## config.mk

```make
export PLATFORM = sky130hd
export DESIGN_NAME = timebase_unit
export DESIGN_NICKNAME = d
export VERILOG_FILES = /design/src/hw/timebase_pkg.sv /design/src/hw/tick_divider.sv /design/src/hw/timebase_unit.sv
export SDC_FILE = /design/constraint.sdc
export NUM_CORES = 1
export LEC_CHECK = 0
export BUFFER_PORTS_ARGS = -buffer_cell sky130_fd_sc_hd__buf_2
export CAP_MARGIN = 30
export CORE_MARGIN = 1.5
export CORE_UTILIZATION = 51
export CTS_CLUSTER_SIZE = 20
export DETAILED_ROUTE_END_ITERATION = 8
export PLACE_DENSITY = 0.88
export SLEW_MARGIN = 20
export SYNTH_ARGS = -nofsm -noshare
export SYNTH_HDL_FRONTEND = slang
export SYNTH_SLANG_ARGS = --single-unit
```

## constraint.sdc

```tcl
create_clock -name pclk -period 3.3 [get_ports pclk]
set_input_delay 0.33 -clock pclk [delete_from_list [all_inputs] [get_ports pclk]]
set_output_delay 0.33 -clock pclk [all_outputs]
set_load 0.02 [all_outputs]
```

## src/hw/timebase_pkg.sv

```systemverilog
/*
 * Constants, register map and address decode for the periodic timebase counter.
 * Assumes a 32-bit APB master and one clock, pclk, at 40 MHz.
 */
package timebase_pkg;

    localparam int unsigned ADDR_W = 12;
    localparam int unsigned DATA_W = 32;

    // Register indices; byte address is four times the index.
    localparam logic [7:0] IDX_COUNT      = 8'h36;
    localparam logic [7:0] IDX_CTRL       = 8'h37;
    localparam logic [7:0] IDX_CASC       = 8'h38;
    localparam logic [7:0] IDX_IRQ_STATUS = 8'h39;
    localparam logic [7:0] IDX_IRQ_CLEAR  = 8'h3a;
    localparam logic [7:0] IDX_IRQ_ENABLE = 8'h3b;

    // Control/status field positions.
    localparam int unsigned BIT_RESERVED     = 7;
    localparam int unsigned BIT_CASCADE      = 6;
    localparam int unsigned BIT_OVERFLOW     = 5;
    localparam int unsigned BIT_IRQ_EN       = 4;
    localparam int unsigned BIT_RUN          = 3;
    localparam int unsigned SCALE_MSB        = 2;
    localparam int unsigned SCALE_LSB        = 0;
    localparam int unsigned CLKDIV_MSB       = 2;
    localparam int unsigned CLKDIV_LSB       = 0;
    localparam int unsigned BIT_STATUS_EVENT = 0;

    // Reset values and limits.
    localparam logic [7:0] COUNT_RESET        = 8'h00;
    localparam logic [7:0] COUNT_MAX          = 8'hff;
    localparam logic [7:0] COUNT_ONE          = 8'h01;
    localparam logic [2:0] FIELD3_RESET       = 3'h0;
    localparam logic       IRQ_ENABLE_RESET   = 1'b1;
    localparam logic [3:0] SCALE_SHIFT_OFFSET = 4'h1;

    // Register selected by an address.
    typedef enum {
        SEL_COUNT,
        SEL_CTRL,
        SEL_CASC,
        SEL_IRQ_STATUS,
        SEL_IRQ_CLEAR,
        SEL_IRQ_ENABLE,
        SEL_NONE
    } reg_sel_t;

    // Decodes a byte address into a register; unaligned or unknown gives none.
    function automatic reg_sel_t decode_addr(input logic [ADDR_W-1:0] addr);
        reg_sel_t sel;
        sel = SEL_NONE;
        if (addr[1:0] == 2'h0 && addr[ADDR_W-1:10] == 2'h0)
        begin
            unique case (addr[9:2])
                IDX_COUNT:      sel = SEL_COUNT;
                IDX_CTRL:       sel = SEL_CTRL;
                IDX_CASC:       sel = SEL_CASC;
                IDX_IRQ_STATUS: sel = SEL_IRQ_STATUS;
                IDX_IRQ_CLEAR:  sel = SEL_IRQ_CLEAR;
                IDX_IRQ_ENABLE: sel = SEL_IRQ_ENABLE;
                default:        sel = SEL_NONE;
            endcase
        end
        return sel;
    endfunction

endpackage

```

## src/hw/tick_divider.sv

```systemverilog
/*
 * Power-of-two tick divider: emits one tick every 2**min(shift, 8) step pulses.
 * Assumes step and run come from logic on the same clock.
 */
module tick_divider
(
    input  wire logic       clk,
    input  wire logic       rst_n,
    input  wire logic       run,
    input  wire logic       step,
    input  wire logic [3:0] shift,
    output logic            tick
);

    import timebase_pkg::*;

    logic [7:0] phase;
    logic [8:0] wide_mask;
    logic [7:0] mask;

    // Low shift bits all set marks the last step of a period.
    assign wide_mask = (9'h001 << shift) - 9'h001;
    assign mask      = wide_mask[7:0];
    assign tick      = run & step & ((phase & mask) == mask);

    // Phase clears while stopped and holds while step is low.
    always_ff @(posedge clk or negedge rst_n)
    begin
        if (!rst_n)
            phase <= COUNT_RESET;
        else if (!run)
            phase <= COUNT_RESET;
        else if (step)
            phase <= phase + COUNT_ONE;
    end

endmodule

```

## src/hw/timebase_unit.sv

```systemverilog
/*
 * Periodic timebase counter with prescaler, overflow flag, interrupt and
 * cascading with the auto-reload timer, reached as an APB slave.
 * Assumes halt_mode, global_irq_mask, art_input_tick and art_carry come from
 * logic on pclk; art_carry is high while the lower byte is at its maximum.
 */
// The APB interface to the registers was chosen for this implementation.
module timebase_unit
(
    input  wire logic                             pclk,
    input  wire logic                             presetn,
    input  wire logic                             psel,
    input  wire logic                             penable,
    input  wire logic                             pwrite,
    input  wire logic [timebase_pkg::ADDR_W-1:0]  paddr,
    input  wire logic [timebase_pkg::DATA_W-1:0]  pwdata,
    input  wire logic [3:0]                       pstrb,
    output logic                                  pready,
    output logic [timebase_pkg::DATA_W-1:0]       prdata,
    output logic                                  pslverr,
    input  wire logic                             halt_mode,
    input  wire logic                             global_irq_mask,
    input  wire logic                             art_input_tick,
    input  wire logic                             art_carry,
    output logic                                  irq
);

    import timebase_pkg::*;

    logic [7:0] count_value_field;
    logic       cascade;
    logic       overflow_flag;
    logic       overflow_irq_enable;
    logic       counter_run_enable;
    logic [2:0] prescaler_select;
    logic [2:0] reload_timer_clock_divide;
    logic       irq_status;
    logic       irq_enable;
    logic       flag_seen;
    logic [7:0] read_byte;
    logic       setup;
    logic       access_done;
    logic       wr;
    logic       rd;
    logic       wr_count;
    logic       prescale_tick;
    logic       art_tick;
    logic       count_step;
    logic       wrap;
    logic       fast_div;
    reg_sel_t   setup_sel;
    reg_sel_t   access_sel;

    // Bus phase decode; address stays stable through the access phase.
    assign setup       = psel & ~penable;
    assign access_done = psel & penable & pready;
    assign setup_sel   = decode_addr(paddr);
    assign access_sel  = decode_addr(paddr);
    assign wr          = access_done & pwrite & pstrb[0];
    assign rd          = access_done & ~pwrite;
    assign wr_count    = wr & (access_sel == SEL_COUNT);

    // Own prescaler; frozen in HALT, cleared while stopped.
    tick_divider u_prescale_div (
        .clk   (pclk),
        .rst_n (presetn),
        .run   (counter_run_enable),
        .step  (~halt_mode),
        .shift ({1'b0, prescaler_select} + SCALE_SHIFT_OFFSET),
        .tick  (prescale_tick)
    );

    // Auto-reload counter clock, dividing its input clock by 1 to 128.
    tick_divider u_art_div (
        .clk   (pclk),
        .rst_n (presetn),
        .run   (cascade),
        .step  (art_input_tick & ~halt_mode),
        .shift ({1'b0, reload_timer_clock_divide}),
        .tick  (art_tick)
    );

    // Step source: own prescaler, or the lower byte wrapping on its counter clock.
    assign count_step = counter_run_enable & ~halt_mode
                        & (cascade ? (art_tick & art_carry) : prescale_tick);
    assign wrap       = count_step & (count_value_field == COUNT_MAX) & ~wr_count;
    assign fast_div   = counter_run_enable & ~halt_mode & (prescaler_select == FIELD3_RESET);

    // Count register: software write replaces the count, else it advances.
    always_ff @(posedge pclk or negedge presetn)
    begin
        if (!presetn)
            count_value_field <= COUNT_RESET;
        else if (wr_count)
            count_value_field <= 8'(pwdata);
        else if (count_step)
            count_value_field <= count_value_field + COUNT_ONE;
    end

    // Software-written control bits; reserved bit and flag are not stored.
    always_ff @(posedge pclk or negedge presetn)
    begin
        if (!presetn)
        begin
            cascade             <= 1'b0;
            overflow_irq_enable <= 1'b0;
            counter_run_enable  <= 1'b0;
            prescaler_select    <= FIELD3_RESET;
        end
        else if (wr && access_sel == SEL_CTRL)
        begin
            cascade             <= pwdata[BIT_CASCADE];
            overflow_irq_enable <= pwdata[BIT_IRQ_EN];
            counter_run_enable  <= pwdata[BIT_RUN];
            prescaler_select    <= pwdata[SCALE_MSB:SCALE_LSB];
        end
    end

    // Counter clock divide for cascaded operation.
    always_ff @(posedge pclk or negedge presetn)
    begin
        if (!presetn)
            reload_timer_clock_divide <= FIELD3_RESET;
        else if (wr && access_sel == SEL_CASC)
            reload_timer_clock_divide <= pwdata[CLKDIV_MSB:CLKDIV_LSB];
    end

    // Overflow flag: set wins over a read clear; only a seen flag is cleared.
    always_ff @(posedge pclk or negedge presetn)
    begin
        if (!presetn)
            overflow_flag <= 1'b0;
        else if (wrap)
            overflow_flag <= 1'b1;
        else if (rd && access_sel == SEL_CTRL && flag_seen)
            overflow_flag <= 1'b0;
    end

    // Sticky event status, cleared by a one written to the clear register.
    always_ff @(posedge pclk or negedge presetn)
    begin
        if (!presetn)
            irq_status <= 1'b0;
        else if (wrap)
            irq_status <= 1'b1;
        else if (wr && access_sel == SEL_IRQ_CLEAR && pwdata[BIT_STATUS_EVENT])
            irq_status <= 1'b0;
    end

    // Event enable register.
    always_ff @(posedge pclk or negedge presetn)
    begin
        if (!presetn)
            irq_enable <= IRQ_ENABLE_RESET;
        else if (wr && access_sel == SEL_IRQ_ENABLE)
            irq_enable <= pwdata[BIT_STATUS_EVENT];
    end

    // Interrupt level, gated by overflow_irq_enable, the event enable bit and the core's mask.
    always_ff @(posedge pclk or negedge presetn)
    begin
        if (!presetn)
            irq <= 1'b0;
        else
            irq <= irq_status & irq_enable & overflow_irq_enable & ~global_irq_mask;
    end

    // Read multiplexer; the clear register reads as zero.
    always_comb
    begin
        read_byte = COUNT_RESET;
        unique case (setup_sel)
            SEL_COUNT:      read_byte = count_value_field;
            SEL_CTRL:
            begin
                read_byte                 = 8'(prescaler_select);
                read_byte[BIT_RESERVED]   = 1'b0;
                read_byte[BIT_CASCADE]    = cascade;
                read_byte[BIT_OVERFLOW]   = overflow_flag;
                read_byte[BIT_IRQ_EN]     = overflow_irq_enable;
                read_byte[BIT_RUN]        = counter_run_enable;
            end
            SEL_CASC:       read_byte = 8'(reload_timer_clock_divide);
            SEL_IRQ_STATUS: read_byte[BIT_STATUS_EVENT] = irq_status;
            SEL_IRQ_ENABLE: read_byte[BIT_STATUS_EVENT] = irq_enable;
            SEL_IRQ_CLEAR:  read_byte = COUNT_RESET;
            SEL_NONE:       read_byte = COUNT_RESET;
        endcase
    end

    // Bus answer: data, ready and error captured in the setup cycle.
    always_ff @(posedge pclk or negedge presetn)
    begin
        if (!presetn)
        begin
            pready    <= 1'b0;
            prdata    <= '0;
            pslverr   <= 1'b0;
            flag_seen <= 1'b0;
        end
        else
        begin
            pready  <= setup;
            pslverr <= setup & (setup_sel == SEL_NONE);
            if (setup)
            begin
                prdata    <= DATA_W'(read_byte);
                flag_seen <= (setup_sel == SEL_CTRL) & overflow_flag;
            end
        end
    end

    // Checks on counting, the flag, the interrupt and the bus answer.
    property p_frozen;
        @(posedge pclk) disable iff (!presetn)
        !counter_run_enable && !wr_count |=> $stable(count_value_field);
    endproperty
    a_frozen: assert property (p_frozen) else $error("count moved while stopped");

    property p_advance;
        @(posedge pclk) disable iff (!presetn)
        count_step && !wr_count |=> count_value_field == $past(count_value_field) + COUNT_ONE;
    endproperty
    a_advance: assert property (p_advance) else $error("count did not advance");

    property p_wrap_flag;
        @(posedge pclk) disable iff (!presetn)
        wrap |=> overflow_flag && irq_status && count_value_field == COUNT_RESET;
    endproperty
    a_wrap_flag: assert property (p_wrap_flag) else $error("wrap did not set flag");

    property p_irq_gate;
        @(posedge pclk) disable iff (!presetn)
        irq |-> $past(overflow_irq_enable) && !$past(global_irq_mask) && $past(irq_status);
    endproperty
    a_irq_gate: assert property (p_irq_gate) else $error("interrupt without cause");

    property p_write_count;
        @(posedge pclk) disable iff (!presetn)
        wr_count |=> count_value_field == 8'($past(pwdata));
    endproperty
    a_write_count: assert property (p_write_count) else $error("count write lost");

    property p_reserved;
        @(posedge pclk) disable iff (!presetn)
        setup && setup_sel == SEL_CTRL |=> pready && !prdata[BIT_RESERVED];
    endproperty
    a_reserved: assert property (p_reserved) else $error("reserved bit read one");

    property p_flag_write;
        @(posedge pclk) disable iff (!presetn)
        wr && access_sel == SEL_CTRL && !wrap |=> overflow_flag == $past(overflow_flag);
    endproperty
    a_flag_write: assert property (p_flag_write) else $error("write changed flag");

    property p_halt;
        @(posedge pclk) disable iff (!presetn)
        halt_mode && !wr_count |=> $stable(count_value_field);
    endproperty
    a_halt: assert property (p_halt) else $error("count moved in halt");

    property p_cascade;
        @(posedge pclk) disable iff (!presetn)
        cascade && !wr_count && counter_run_enable && !halt_mode && art_tick && art_carry
        |=> count_value_field == $past(count_value_field) + COUNT_ONE;
    endproperty
    a_cascade: assert property (p_cascade) else $error("upper byte missed carry");

    property p_div_two;
        @(posedge pclk) disable iff (!presetn)
        fast_div ##1 fast_div |-> prescale_tick != $past(prescale_tick);
    endproperty
    a_div_two: assert property (p_div_two) else $error("prescaler not dividing by two");

    property p_ctrl_write;
        @(posedge pclk) disable iff (!presetn)
        wr && access_sel == SEL_CTRL
        |=> cascade == $past(pwdata[BIT_CASCADE])
            && overflow_irq_enable == $past(pwdata[BIT_IRQ_EN]);
    endproperty
    a_ctrl_write: assert property (p_ctrl_write) else $error("control write lost");

    property p_reset_val;
        @(posedge pclk) disable iff (!presetn)
        $rose(presetn) |-> count_value_field == COUNT_RESET && !counter_run_enable && !cascade;
    endproperty
    a_reset_val: assert property (p_reset_val) else $error("bad reset state");

    c_wrap: cover property (@(posedge pclk) disable iff (!presetn) wrap);
    c_cascade: cover property (@(posedge pclk) disable iff (!presetn) cascade && count_step);
    c_irq: cover property (@(posedge pclk) disable iff (!presetn) $rose(irq));
    c_read_clear: cover property (@(posedge pclk) disable iff (!presetn)
        overflow_flag ##1 !overflow_flag);
    c_halt: cover property (@(posedge pclk) disable iff (!presetn) halt_mode && counter_run_enable);

    property p_read_clear;
        @(posedge pclk) disable iff (!presetn)
        rd && access_sel == SEL_CTRL && flag_seen && !wrap |=> !overflow_flag;
    endproperty
    a_read_clear: assert property (p_read_clear) else $error("flag not cleared by read");

    property p_mask;
        @(posedge pclk) disable iff (!presetn)
        global_irq_mask |=> !irq;
    endproperty
    a_mask: assert property (p_mask) else $error("masked interrupt reached core");

endmodule
```

==> flow_summary_export.csv, run 1 <==
group,metric,value,unit
status,run_status,"finished, final reports clean",
final_layout,n_antenna_cell,0,
detailed_routing,avgViaCountPerCell,5.48,
detailed_routing,route.detailed.drc,0,
sta,fmax,356,MHz
yosys,yosysTopAreaCellShare,40.5,%
setup_path,critical_path_buf_inv_count,0,
pwr,p_total,1.17,mW
clock_network,path_clk_slew,0.09,ns
grt,grt_max_degree,34,
yosys,yosysMostFrequentCell,"sky130_fd_sc_hd__dfrtp_1",
sta,setup_repair_after_global_routing_missed_its_margin,"no",
clock_network,cts_sinks,47,
placed_design,placement.io_buffers,40,
yosys,synth_compound_area_share,11.1,%
sta,skew,0.00683,ns
yosys,synth.area.top_cells,"sky130_fd_sc_hd__dfrtp_1, sky130_fd_sc_hd__buf_4, sky130_fd_sc_hd__mux2_2, sky130_fd_sc_hd__nand2_1, sky130_fd_sc_hd__xnor2_1",
sta,fin_crit_sh,85.2,%
clock_network,htree_levels,2,
pwr,cell_pwr_density,371,nW/um^2
yosys,synth-edff-count,0,
yosys,post_syn_instances,291,
clock_network,cts_tree,"done",
clock_network,clkLatencyLatePin,0.31,ns
yosys,fraction_of_registers_with_async_set_reset,100,%
clock_network,clock_tree.root_cell,"sky130_fd_sc_hd__clkbuf_8",
grt,global_route_wire_length_before_repair,9650,um
sta,setup_viol,0,
final_layout,nNetsFinal,391,
yosys,synthSimpleGateAreaFrac,22.3,%
grt,grt_antenna_before_repair,0,
final_layout,drive_above_1_share,21.8,%
setup_path,timing.critical_path.cells,"or3_4 > ha_1 > o21a_1 > nand4_1 > a2111oi_4 > a32oi_2 > or3_1 > xor2_1 > o21ai_1",
sta,timing.final.hold_violations,0,
setup_path,critical_path_cell_count,9,
yosys,synth_warnings,0,
worst_hold_path,hold_path_class,"primary input to flip-flop",
grt,first_global_vias,2124,
placed_design,gp_routability_congestion,0.871,
grt,overflow,0,
yosys,main_combinational_cell_family_by_area_after_synthesis,"simple AND/OR/NAND/NOR gates",
setup_path,critical_path.top_delay_family,"simple AND/OR/NAND/NOR gates",
flow_run,max_cap_viol_count,0,
clock_network,cts.repair.resized,0,
yosys,netlist_area,2840,um^2
clock_network,clk_path_buf_depth,2,
floorplan,floorplan.rows,27,
detailed_routing,detail_route.wirelength,5610,um
clock_network,numCtsBuffers,5,
yosys,synth.ff_latch_count,47,
sta,setup_total_negative_slack,0,ns
yosys,yosys_most_used_dff,"sky130_fd_sc_hd__dfrtp_1",
sta,maxSlewViolCount,0,
yosys,synth-adder-area-share,2.20,%
setup_path,critical_path_class,"flip-flop to flip-flop",
detailed_routing,avgRoutedWirePerCell,14.0,um
setup_path,crit_fanout,9,
worst_hold_path,worst_hold_path.num_cells,3,
grt,grt.total_usage,19.9,%
setup_path,cpPeakStageDelay,0.49,ns
final_layout,layout-area-overhead-vs-synth,11.0,%
detailed_routing,initialDrtViolationCount,95,
setup_path,critPathArrivalTime,3.02,ns
floorplan,chipHeight,77.7,um
detailed_routing,drt-pass1-iter-count,4,
floorplan,core_area,5440,um^2
yosys,post_synth.cell_area_avg,9.77,um^2
setup_path,cp.required,3.50,ns
floorplan,io_pins,92,
setup_path,slowest_stage,"sky130_fd_sc_hd__dfrtp_1",
yosys,yosysTopAreaCell,"sky130_fd_sc_hd__dfrtp_1",
yosys,yosysSeqAreaShare,41.4,%
sta,max_slew.worst_pin.slew,0.693,ns
yosys,synth.area.mux_share,7.53,%
sta,slew-limit-headroom,53.6,%
pwr,ir_worst_vdd,0.227,mV
setup_path,reg2reg_setup_slack,0.49,ns
pwr,static-leakage-power,1.49,nW
floorplan,floorplan.die_area,6030,um^2
setup_path,ff2ff_path_depth,9,
setup_path,worst_setup_path_start_kind,"flip-flop",
detailed_routing,vias,2202,
setup_path,critical_path.endpoint_type,"flip-flop",
yosys,synth_xor_xnor_area_share,6.47,%
floorplan,initial_core_util,52.3,%
detailed_routing,postRouteAntennaNets,0,
placed_design,post-dp-hpwl,4030,um
final_layout,final_layout_fill_cell_count,475,
yosys,ys_types,56,
yosys,top_cells_by_instance_count_after_synthesis,"sky130_fd_sc_hd__dfrtp_1, sky130_fd_sc_hd__nand2_1, sky130_fd_sc_hd__buf_4, sky130_fd_sc_hd__nor2_1, sky130_fd_sc_hd__and2_1",
floorplan,die_x,77.7,um
sta,final.min_clock_period,2.81,ns
path summary, 6_finish.rpt:
kind / from / endpoint
worst max-delay path: reload_timer_clock_divide[0] / count_value_field[7]
min in group asynchronous: presetn / pready
worst min register to register: prdata[6] / prdata[6]
max in group asynchronous: presetn / irq_enable
worst max register to register: reload_timer_clock_divide[0] / count_value_field[7]
worst min-delay path: pwdata[7] / count_value_field[7]
layout by cell type (no fill, tap or decap), types with 3 or more instances in the layout:
master,netlist,final
sky130_fd_sc_hd__o21ai_0,12,12
sky130_fd_sc_hd__and3_1,3,3
sky130_fd_sc_hd__xor2_1,10,10
sky130_fd_sc_hd__nand2_1,28,28
sky130_fd_sc_hd__mux2i_1,9,9
sky130_fd_sc_hd__nor2b_1,7,7
sky130_fd_sc_hd__dfrtp_1,46,46
sky130_fd_sc_hd__nand2b_1,6,6
sky130_fd_sc_hd__nor2_1,14,14
sky130_fd_sc_hd__buf_2,4,40
sky130_fd_sc_hd__nand3b_1,3,3
sky130_fd_sc_hd__xnor2_1,11,11
sky130_fd_sc_hd__ha_1,5,5
sky130_fd_sc_hd__nor4_1,3,3
sky130_fd_sc_hd__and2_1,13,13
sky130_fd_sc_hd__clkbuf_8,0,5
sky130_fd_sc_hd__a21oi_1,7,7
sky130_fd_sc_hd__nand3_1,10,10
sky130_fd_sc_hd__conb_1,2,25
sky130_fd_sc_hd__mux2_2,11,11
sky130_fd_sc_hd__nand4_1,7,7
sky130_fd_sc_hd__o21ai_1,7,7
sky130_fd_sc_hd__and4_1,3,3
cells by family (layout without fill, tap and decap cells):
logic type,count (synthesis),count (layout)
DFF,47,47
and+or+nand+nor,113,113
AOI/OAI and AO/OA,46,46
xor gates and xnor gates,21,21
adders and majority gates,5,5
other,2,25
buffers and inverters,37,53
muxes,20,20
power by group:
part / internal [mW] / switching [mW] / leakage (nW) / total [mW]
registers: 0.577 / 0.000434 / 0.651 / 0.577
logic: 0.0242 / 0.0594 / 0.774 / 0.0835
clock network: 0.302 / 0.209 / 0.0644 / 0.511
per-layer routing:
layer | vias to the layer above | track usage (%) | wire length (um)
li1 | 1046 | - | -
met1 | 1077 | 25.1 | 2480
met2 | 65 | 32.6 | 2750
met3 | 14 | 4.59 | 264
met4 | 0 | 8.36 | 114
met5 | - | 0 | 0
state kept, by name (all words and copies together) (netlist names):
register	cells
u_prescale_div.phase	8
pslverr	1
prdata	8
overflow_flag	1
irq	1
irq_status	1
irq_enable	1
prescaler_select	3
u_art_div.phase	7
overflow_irq_enable	1
reload_timer_clock_divide	3
count_value_field	8
counter_run_enable	1
flag_seen	1
cascade	1
pready	1
timing repair:
item,in CTS,in global routing
hold buffers,1,0
endpoints found under the setup margin,0,0
endpoints found under the hold margin,14,0
setup buffers,0,0
layout make-up:
class | instances | area (um^2) | share of cell area (%)
clock buffer | 5 | 68.8 | 2.18
clock inverter | 3 | 67.6 | 2.14
inverter | 1 | 3.75 | 0.119
multi-input combinational | 230 | 1500 | 47.6
sequential | 47 | 1180 | 37.3
tap | 72 | 90.1 | 2.85
timing repair buffer | 44 | 245 | 7.77
per-stage QoR:
stage          util [%]  std cells  hold WS [ns]  cell area [um^2]  setup WS, ns
6_report           58.0        402         0.226              3160         0.489
5_1_grt            58.0        402         0.228              3160         0.389
4_1_cts            58.0        402         0.227              3160         0.499
3_5_place_dp       55.3        393         0.260              3010         0.524
3_3_place_gp       55.0        392         0.462              2990         0.556
2_1_floorplan         -        314        0.0344              2930         0.770
tightest hold or removal path, stage by stage:
cell and delay (ns):
sky130_fd_sc_hd__buf_2 0.08, sky130_fd_sc_hd__nand2_1 0.04, sky130_fd_sc_hd__o21ai_1 0.06
Power figures use the tool's default switching activity.
==> inputs of run 2 (changes only) <==
--- a/config.mk
+++ b/config.mk
@@ -7,6 +7,7 @@
 export LEC_CHECK = 0
 export BUFFER_PORTS_ARGS = -buffer_cell sky130_fd_sc_hd__buf_2
 export CAP_MARGIN = 30
+export CORE_ASPECT_RATIO = 0.5
 export CORE_MARGIN = 1.5
 export CORE_UTILIZATION = 51
 export CTS_CLUSTER_SIZE = 20
==> flow_summary_export.csv, run 2 (synthesized netlist as in run 1, its figures left out) <==
group,metric,value,unit
grt,overflow,0,
sta,skew,0.0127,ns
pwr,share_comb_of_total_power,8.2,%
detailed_routing,postRouteAntennaNets,0,
floorplan,chipHeight,55.8,um
clock_network,clkLatencyLatePin,0.31,ns
pwr,power.clock.fraction,35.9,%
grt,grt_antenna_before_repair,0,
grt,grt.total_usage,21.4,%
final_layout,n_antenna_cell,0,
setup_path,critical_path_class,"flip-flop to flip-flop",
final_layout,nNetsFinal,391,
grt,global_route_wire_length_before_repair,10300,um
setup_path,cpPeakStageDelay,0.49,ns
setup_path,critical_path_cell_count,9,
setup_path,crit_fanout,9,
sta,fin_crit_sh,83.5,%
sta,setup_repair_after_global_routing_missed_its_margin,"no",
final_layout,post_route_cell_area,3110,um^2
placed_design,gp_routability_congestion,0.818,
detailed_routing,route.detailed.drc,0,
flow_run,max_cap_viol_count,0,
sta,setup_total_negative_slack,0,ns
detailed_routing,avgRoutedWirePerCell,14.9,um
setup_path,critical_path_buf_inv_count,0,
sta,max_slew.worst_pin.slew,0.619,ns
setup_path,slowest_stage,"sky130_fd_sc_hd__dfrtp_1",
clock_network,clk_path_buf_depth,2,
pwr,internal_power,756,uW
clock_network,cts_tree,"done",
final_layout,final_common_cell,"sky130_fd_sc_hd__dfrtp_1",
final_layout,layout-area-overhead-vs-synth,9.42,%
setup_path,critical_path.endpoint_type,"flip-flop",
floorplan,die_x,109,um
floorplan,io_pins,92,
detailed_routing,initialDrtViolationCount,96,
final_layout,regArea,1180,um^2
pwr,power_frac_seq,55.9,%
pwr,p_sw,277,uW
pwr,cell_pwr_density,332,nW/um^2
floorplan,initial_core_util,55.4,%
clock_network,numCtsBuffers,5,
pwr,static-leakage-power,1.47,nW
placed_design,dpl_cell_area,3010,um^2
grt,grt_max_degree,30,
clock_network,cts_sinks,47,
final_layout,utilization,60.6,%
setup_path,critical_path.top_delay_family,"simple AND/OR/NAND/NOR gates",
final_layout,final_layout_fill_cell_count,393,
floorplan,floorplan.rows,18,
final_layout,drive_above_1_share,21.8,%
sta,maxSlewViolCount,0,
clock_network,path_clk_slew,0.10,ns
sta,timing.final.hold_violations,0,
floorplan,floorplan.die_area,6060,um^2
setup_path,cp.required,3.55,ns
sta,fmax,363,MHz
final_layout,layout.cells.most_common_list,"sky130_fd_sc_hd__dfrtp_1, sky130_fd_sc_hd__buf_2, sky130_fd_sc_hd__nand2_1",
worst_hold_path,worst_hold_path.num_cells,3,
clock_network,htree_levels,2,
detailed_routing,detail_route.wirelength,5970,um
setup_path,worst_setup_path_start_kind,"flip-flop",
detailed_routing,avgViaCountPerCell,5.60,
sta,final.min_clock_period,2.76,ns
detailed_routing,drt-pass1-iter-count,5,
clock_network,clock_tree.root_cell,"sky130_fd_sc_hd__clkbuf_8",
status,run_status,"finished, final reports clean",
pwr,power.share.switching,26.8,%
sta,setup_viol,0,
sta,whs,0.222,ns
setup_path,timing.critical_path.cells,"or3_4 > ha_1 > o21a_1 > nand4_1 > a2111oi_4 > a32oi_2 > or3_1 > xor2_1 > o21ai_1",
worst_hold_path,hold_path_class,"primary input to flip-flop",
clock_network,postCtsSetupRepairBufs,0,
final_layout,top_regs,"count_value_field x8, prdata x8, u_prescale_div.phase x8",
pwr,ir_worst_vdd,0.170,mV
sta,slew-limit-headroom,58.6,%
grt,first_global_vias,2178,
clock_network,cts.repair.resized,0,
final_layout,multiInputGateArea,1500,um^2
setup_path,critPathArrivalTime,3.00,ns
detailed_routing,vias,2240,
floorplan,core_area,5130,um^2
setup_path,ff2ff_path_depth,9,
placed_design,post-dp-hpwl,4240,um
placed_design,placement.io_buffers,40,
run 2: final cells by class:
| cell class | instances | area share (%) |
|---|---|---|
| tap | 70 | 2.82 |
| sequential | 47 | 37.9 |
| clock buffer | 5 | 2.21 |
| timing repair buffer | 44 | 7.88 |
| multi-input combinational | 230 | 48.3 |
| clock inverter | 3 | 0.805 |
| inverter | 1 | 0.121 |
run 2: layer usage:
| layer | up-vias | routed length (um) | GRT usage [%] | share of wire, % |
|---|---|---|---|---|
| met2 | 104 | 3010 | 35.8 | 50 |
| li1 | 1050 | - | - | - |
| met5 | - | 0 | 0 | 0 |
| met4 | 0 | 74 | 6.77 | 1.2 |
| met3 | 14 | 417 | 4.57 | 7.0 |
| met1 | 1072 | 2470 | 27.8 | 41 |
run 2: path summary, 6_finish.rpt:
check,end,slack [ns],startpoint
max,count_value_field[7],0.54,reload_timer_clock_divide[0]
min,count_value_field[5],0.22,pwdata[5]
max reg2reg,count_value_field[7],0.54,reload_timer_clock_divide[0]
min reg2reg,prdata[4],0.48,prdata[4]
max in group asynchronous,u_prescale_div.phase[0],2.29,presetn
min in group asynchronous,prdata[4],0.49,presetn
run 2: worst reg2reg max path, delay by kind of cell (launching register included):
kind | cells | cell delay, ns
and+or+nand+nor | 3 | 1.00
xor gates and xnor gates | 1 | 0.15
DFF | 1 | 0.49
adders and majority gates | 1 | 0.29
AOI/OAI and AO/OA | 4 | 0.76
run 2: per-stage QoR:
stage / worst slack [ns] / total power, mW / cells
2_1_floorplan: 0.770 / 0.654 / 314
3_3_place_gp: 0.614 / 0.667 / 390
6_report: 0.544 / 1.03 / 400
3_5_place_dp: 0.555 / 0.672 / 391
4_1_cts: 0.542 / 1.04 / 400
5_1_grt: 0.383 / 1.07 / 400
run 2: power groups by stage:
stage / Combinational [mW] / Sequential, mW / Clock, mW
after floorplan: 0.0632 / 0.590 / 0
after CTS: 0.0844 / 0.577 / 0.376
after global routing: 0.0937 / 0.577 / 0.400
after detailed placement: 0.0833 / 0.589 / 0
final: 0.0845 / 0.577 / 0.371
after global placement: 0.0787 / 0.589 / 0
run 2: repair_timing:
action / 4_1_cts / 5_1_grt
hold buffers: 1 / 0
setup endpoints to repair: 0 / 0
endpoints found under the hold margin: 17 / 0
==> inputs of run 3 (changes only) <==
--- a/config.mk
+++ b/config.mk
@@ -9,10 +9,10 @@
 export CAP_MARGIN = 30
 export CORE_ASPECT_RATIO = 0.5
 export CORE_MARGIN = 1.5
-export CORE_UTILIZATION = 51
+export CORE_UTILIZATION = 46
 export CTS_CLUSTER_SIZE = 20
 export DETAILED_ROUTE_END_ITERATION = 8
-export PLACE_DENSITY = 0.88
+export PLACE_DENSITY = 0.84
 export SLEW_MARGIN = 20
 export SYNTH_ARGS = -nofsm -noshare
 export SYNTH_HDL_FRONTEND = slang
==> constraint.sdc (replaced) <==
create_clock -name pclk -period 2.26 [get_ports pclk]
set_input_delay 0.226 -clock pclk [delete_from_list [all_inputs] [get_ports pclk]]
set_output_delay 0.226 -clock pclk [all_outputs]
set_load 0.02 [all_outputs]
==> flow_summary_export.csv, run 3 (synthesized netlist as in run 1, its figures left out) <==
group,metric,value,unit
status,run_status,"finished with violations",
status,violated_checks,"negative setup slack",
final_layout,drive_above_1_share,28.9,%
setup_path,setup.worst_path.end,"count_value_field[7]",
pwr,share_comb_of_total_power,6.8,%
floorplan,io_pins,92,
clock_network,cts_sinks,47,
sta,final_critical_path_setup_slack,-0.193,ns
clock_network,clk_path_buf_depth,2,
sta,skew,0.00697,ns
pwr,cell_pwr_density,541,nW/um^2
pwr,power_frac_seq,46.0,%
setup_path,worst_setup_path_start_kind,"flip-flop",
floorplan,floorplan.die_area,6690,um^2
sta,fmax,408,MHz
floorplan,floorplan.rows,19,
setup_path,crit_start,"reload_timer_clock_divide[2]",
final_layout,n_antenna_cell,0,
pwr,power.clock.fraction,47.2,%
floorplan,chipHeight,58.6,um
setup_path,worst_r2r_endpoint,"count_value_field[7]",
clock_network,cts_tree,"done",
detailed_routing,avgViaCountPerCell,5.54,
grt,overflow,0,
grt,grt_antenna_before_repair,0,
clock_network,clock_tree.root_cell,"sky130_fd_sc_hd__clkbuf_16",
sta,setup_repair_after_global_routing_missed_its_margin,"yes",
clock_network,numCtsBuffers,5,
setup_path,critical_path_class,"flip-flop to flip-flop",
placed_design,placement.io_buffers,40,
final_layout,final_layout_fill_cell_count,441,
final_layout,nNetsFinal,407,
grt,first_global_vias,2277,
final_layout,layout.cells.most_common_list,"sky130_fd_sc_hd__dfrtp_1, sky130_fd_sc_hd__buf_2, sky130_fd_sc_hd__nand2_1",
sta,timing.final.hold_violations,0,
setup_path,critPathArrivalTime,2.63,ns
setup_path,ff2ff_path_depth,9,
setup_path,critical_path.endpoint_type,"flip-flop",
floorplan,core_area,5710,um^2
clock_network,clkLatencyLatePin,0.29,ns
pwr,p_sw,407,uW
final_layout,final_common_cell,"sky130_fd_sc_hd__dfrtp_1",
setup_path,reg2reg_from,"reload_timer_clock_divide[2]",
clock_network,path_clk_slew,0.06,ns
setup_path,cp.required,2.44,ns
pwr,static-leakage-power,1.63,nW
sta,setup_viol,10,
setup_path,reg2reg_setup_slack,-0.19,ns
sta,final.min_clock_period,2.45,ns
floorplan,die_x,114,um
placed_design,gp_routability_congestion,0.817,
sta,fin_crit_sh,109,%
sta,maxSlewViolCount,0,
detailed_routing,route.detailed.drc,0,
pwr,internal_power,1.43,mW
grt,grt_max_degree,23,
detailed_routing,postRouteAntennaNets,0,
grt,global_route_wire_length_before_repair,11200,um
setup_path,crit_fanout,2,
final_layout,layout-area-overhead-vs-synth,19.2,%
detailed_routing,avgRoutedWirePerCell,16.2,um
pwr,ir_worst_vdd,0.304,mV
placed_design,post-dp-hpwl,4710,um
final_layout,utilization,59.4,%
flow_run,max_cap_viol_count,0,
final_layout,top_regs,"count_value_field x8, prdata x8, u_prescale_div.phase x8",
detailed_routing,vias,2323,
grt,grt.total_usage,21.7,%
detailed_routing,drt-pass1-iter-count,4,
pwr,power.share.switching,22.2,%
floorplan,initial_core_util,49.8,%
pwr,p_total,1.83,mW
clock_network,htree_levels,2,
detailed_routing,initialDrtViolationCount,106,
detailed_routing,detail_route.wirelength,6800,um
worst_hold_path,hold_path_class,"primary input to flip-flop",
## run 3: changes by cell type in the layout (fill, tap and decap cells not counted), sizes merged
cell,before,now
buf,43,59
bufinv,0,1
clkbuf,5,6
clkinv,0,1
clkinvlp,1,0
inv,3,1
## run 3: worst max-delay path, cell delays in order (launching register included)
cell and delay (ns):
sky130_fd_sc_hd__dfrtp_1 0.39, sky130_fd_sc_hd__or3_4 0.42, sky130_fd_sc_hd__ha_4 0.27, sky130_fd_sc_hd__o21a_1 0.11, sky130_fd_sc_hd__nand4_1 0.14, sky130_fd_sc_hd__a2111oi_4 0.27, sky130_fd_sc_hd__a32oi_2 0.13, sky130_fd_sc_hd__or3_1 0.36
sky130_fd_sc_hd__xor2_1 0.18, sky130_fd_sc_hd__o21ai_1 0.07
## run 3: power groups by stage
stage,Combinational [mW],Sequential (mW),Clock (mW)
after detailed placement,0.122,0.859,0
after global placement,0.118,0.859,0
final,0.125,0.844,0.866
after global routing,0.137,0.843,0.911
after floorplan,0.0924,0.862,0
after CTS,0.125,0.844,0.868
## run 3: stage by stage
step                      worst slack [ns]  cells  hold WS, ns  TNS, ns  cell area (um^2)
after floorplan                    -0.0560    314      -0.0696   -0.116              2960
after global placement             -0.0848    407       0.0915  -0.0949              3120
after detailed placement            -0.146    407       0.0996   -0.728              3120
after CTS                           -0.179    418        0.150   -0.918              3360
after global routing                -0.315    419        0.156    -2.44              3390
final                               -0.193    419        0.144    -1.08              3390
## run 3: final cells by class
class | instances | area [um^2] | share of cell area (%)
Clock buffer | 6 | 139 | 4.10
Clock inverter | 2 | 35.0 | 1.03
Inverter | 1 | 3.75 | 0.111
Multi-Input combinational cell | 230 | 1580 | 46.7
Sequential cell | 47 | 1180 | 34.7
Tap cell | 73 | 91.3 | 2.69
Timing Repair Buffer | 60 | 360 | 10.6
## run 3: layer usage
metal	wire, um	global-route usage, %
met5	0	0
met1	2810	25.4
met4	230	10.7
met3	369	4.84
met2	3390	38.8
## run 3: timing repair
item / in CTS / in global routing
setup buffers: 3 / 1
hold buffers: 1 / 0
resized for setup: 8 / 4
pin swaps: 9 / 5
cloned: 0 / 0
setup endpoints to repair: 9 / 10
endpoints found under the hold margin: 9 / 0
## run 3: worst min-delay path by stage
stage	depth (start not counted)	endpoint	slack, ns	from
after detailed placement	1	prdata[7]	0.1	presetn
after floorplan	0	cascade	-0.07	presetn
final	3	count_value_field[7]	0.14	pwdata[7]
after global routing	3	count_value_field[5]	0.16	pwdata[5]
after global placement	1	prdata[4]	0.09	presetn
after CTS	3	count_value_field[7]	0.15	pwdata[7]
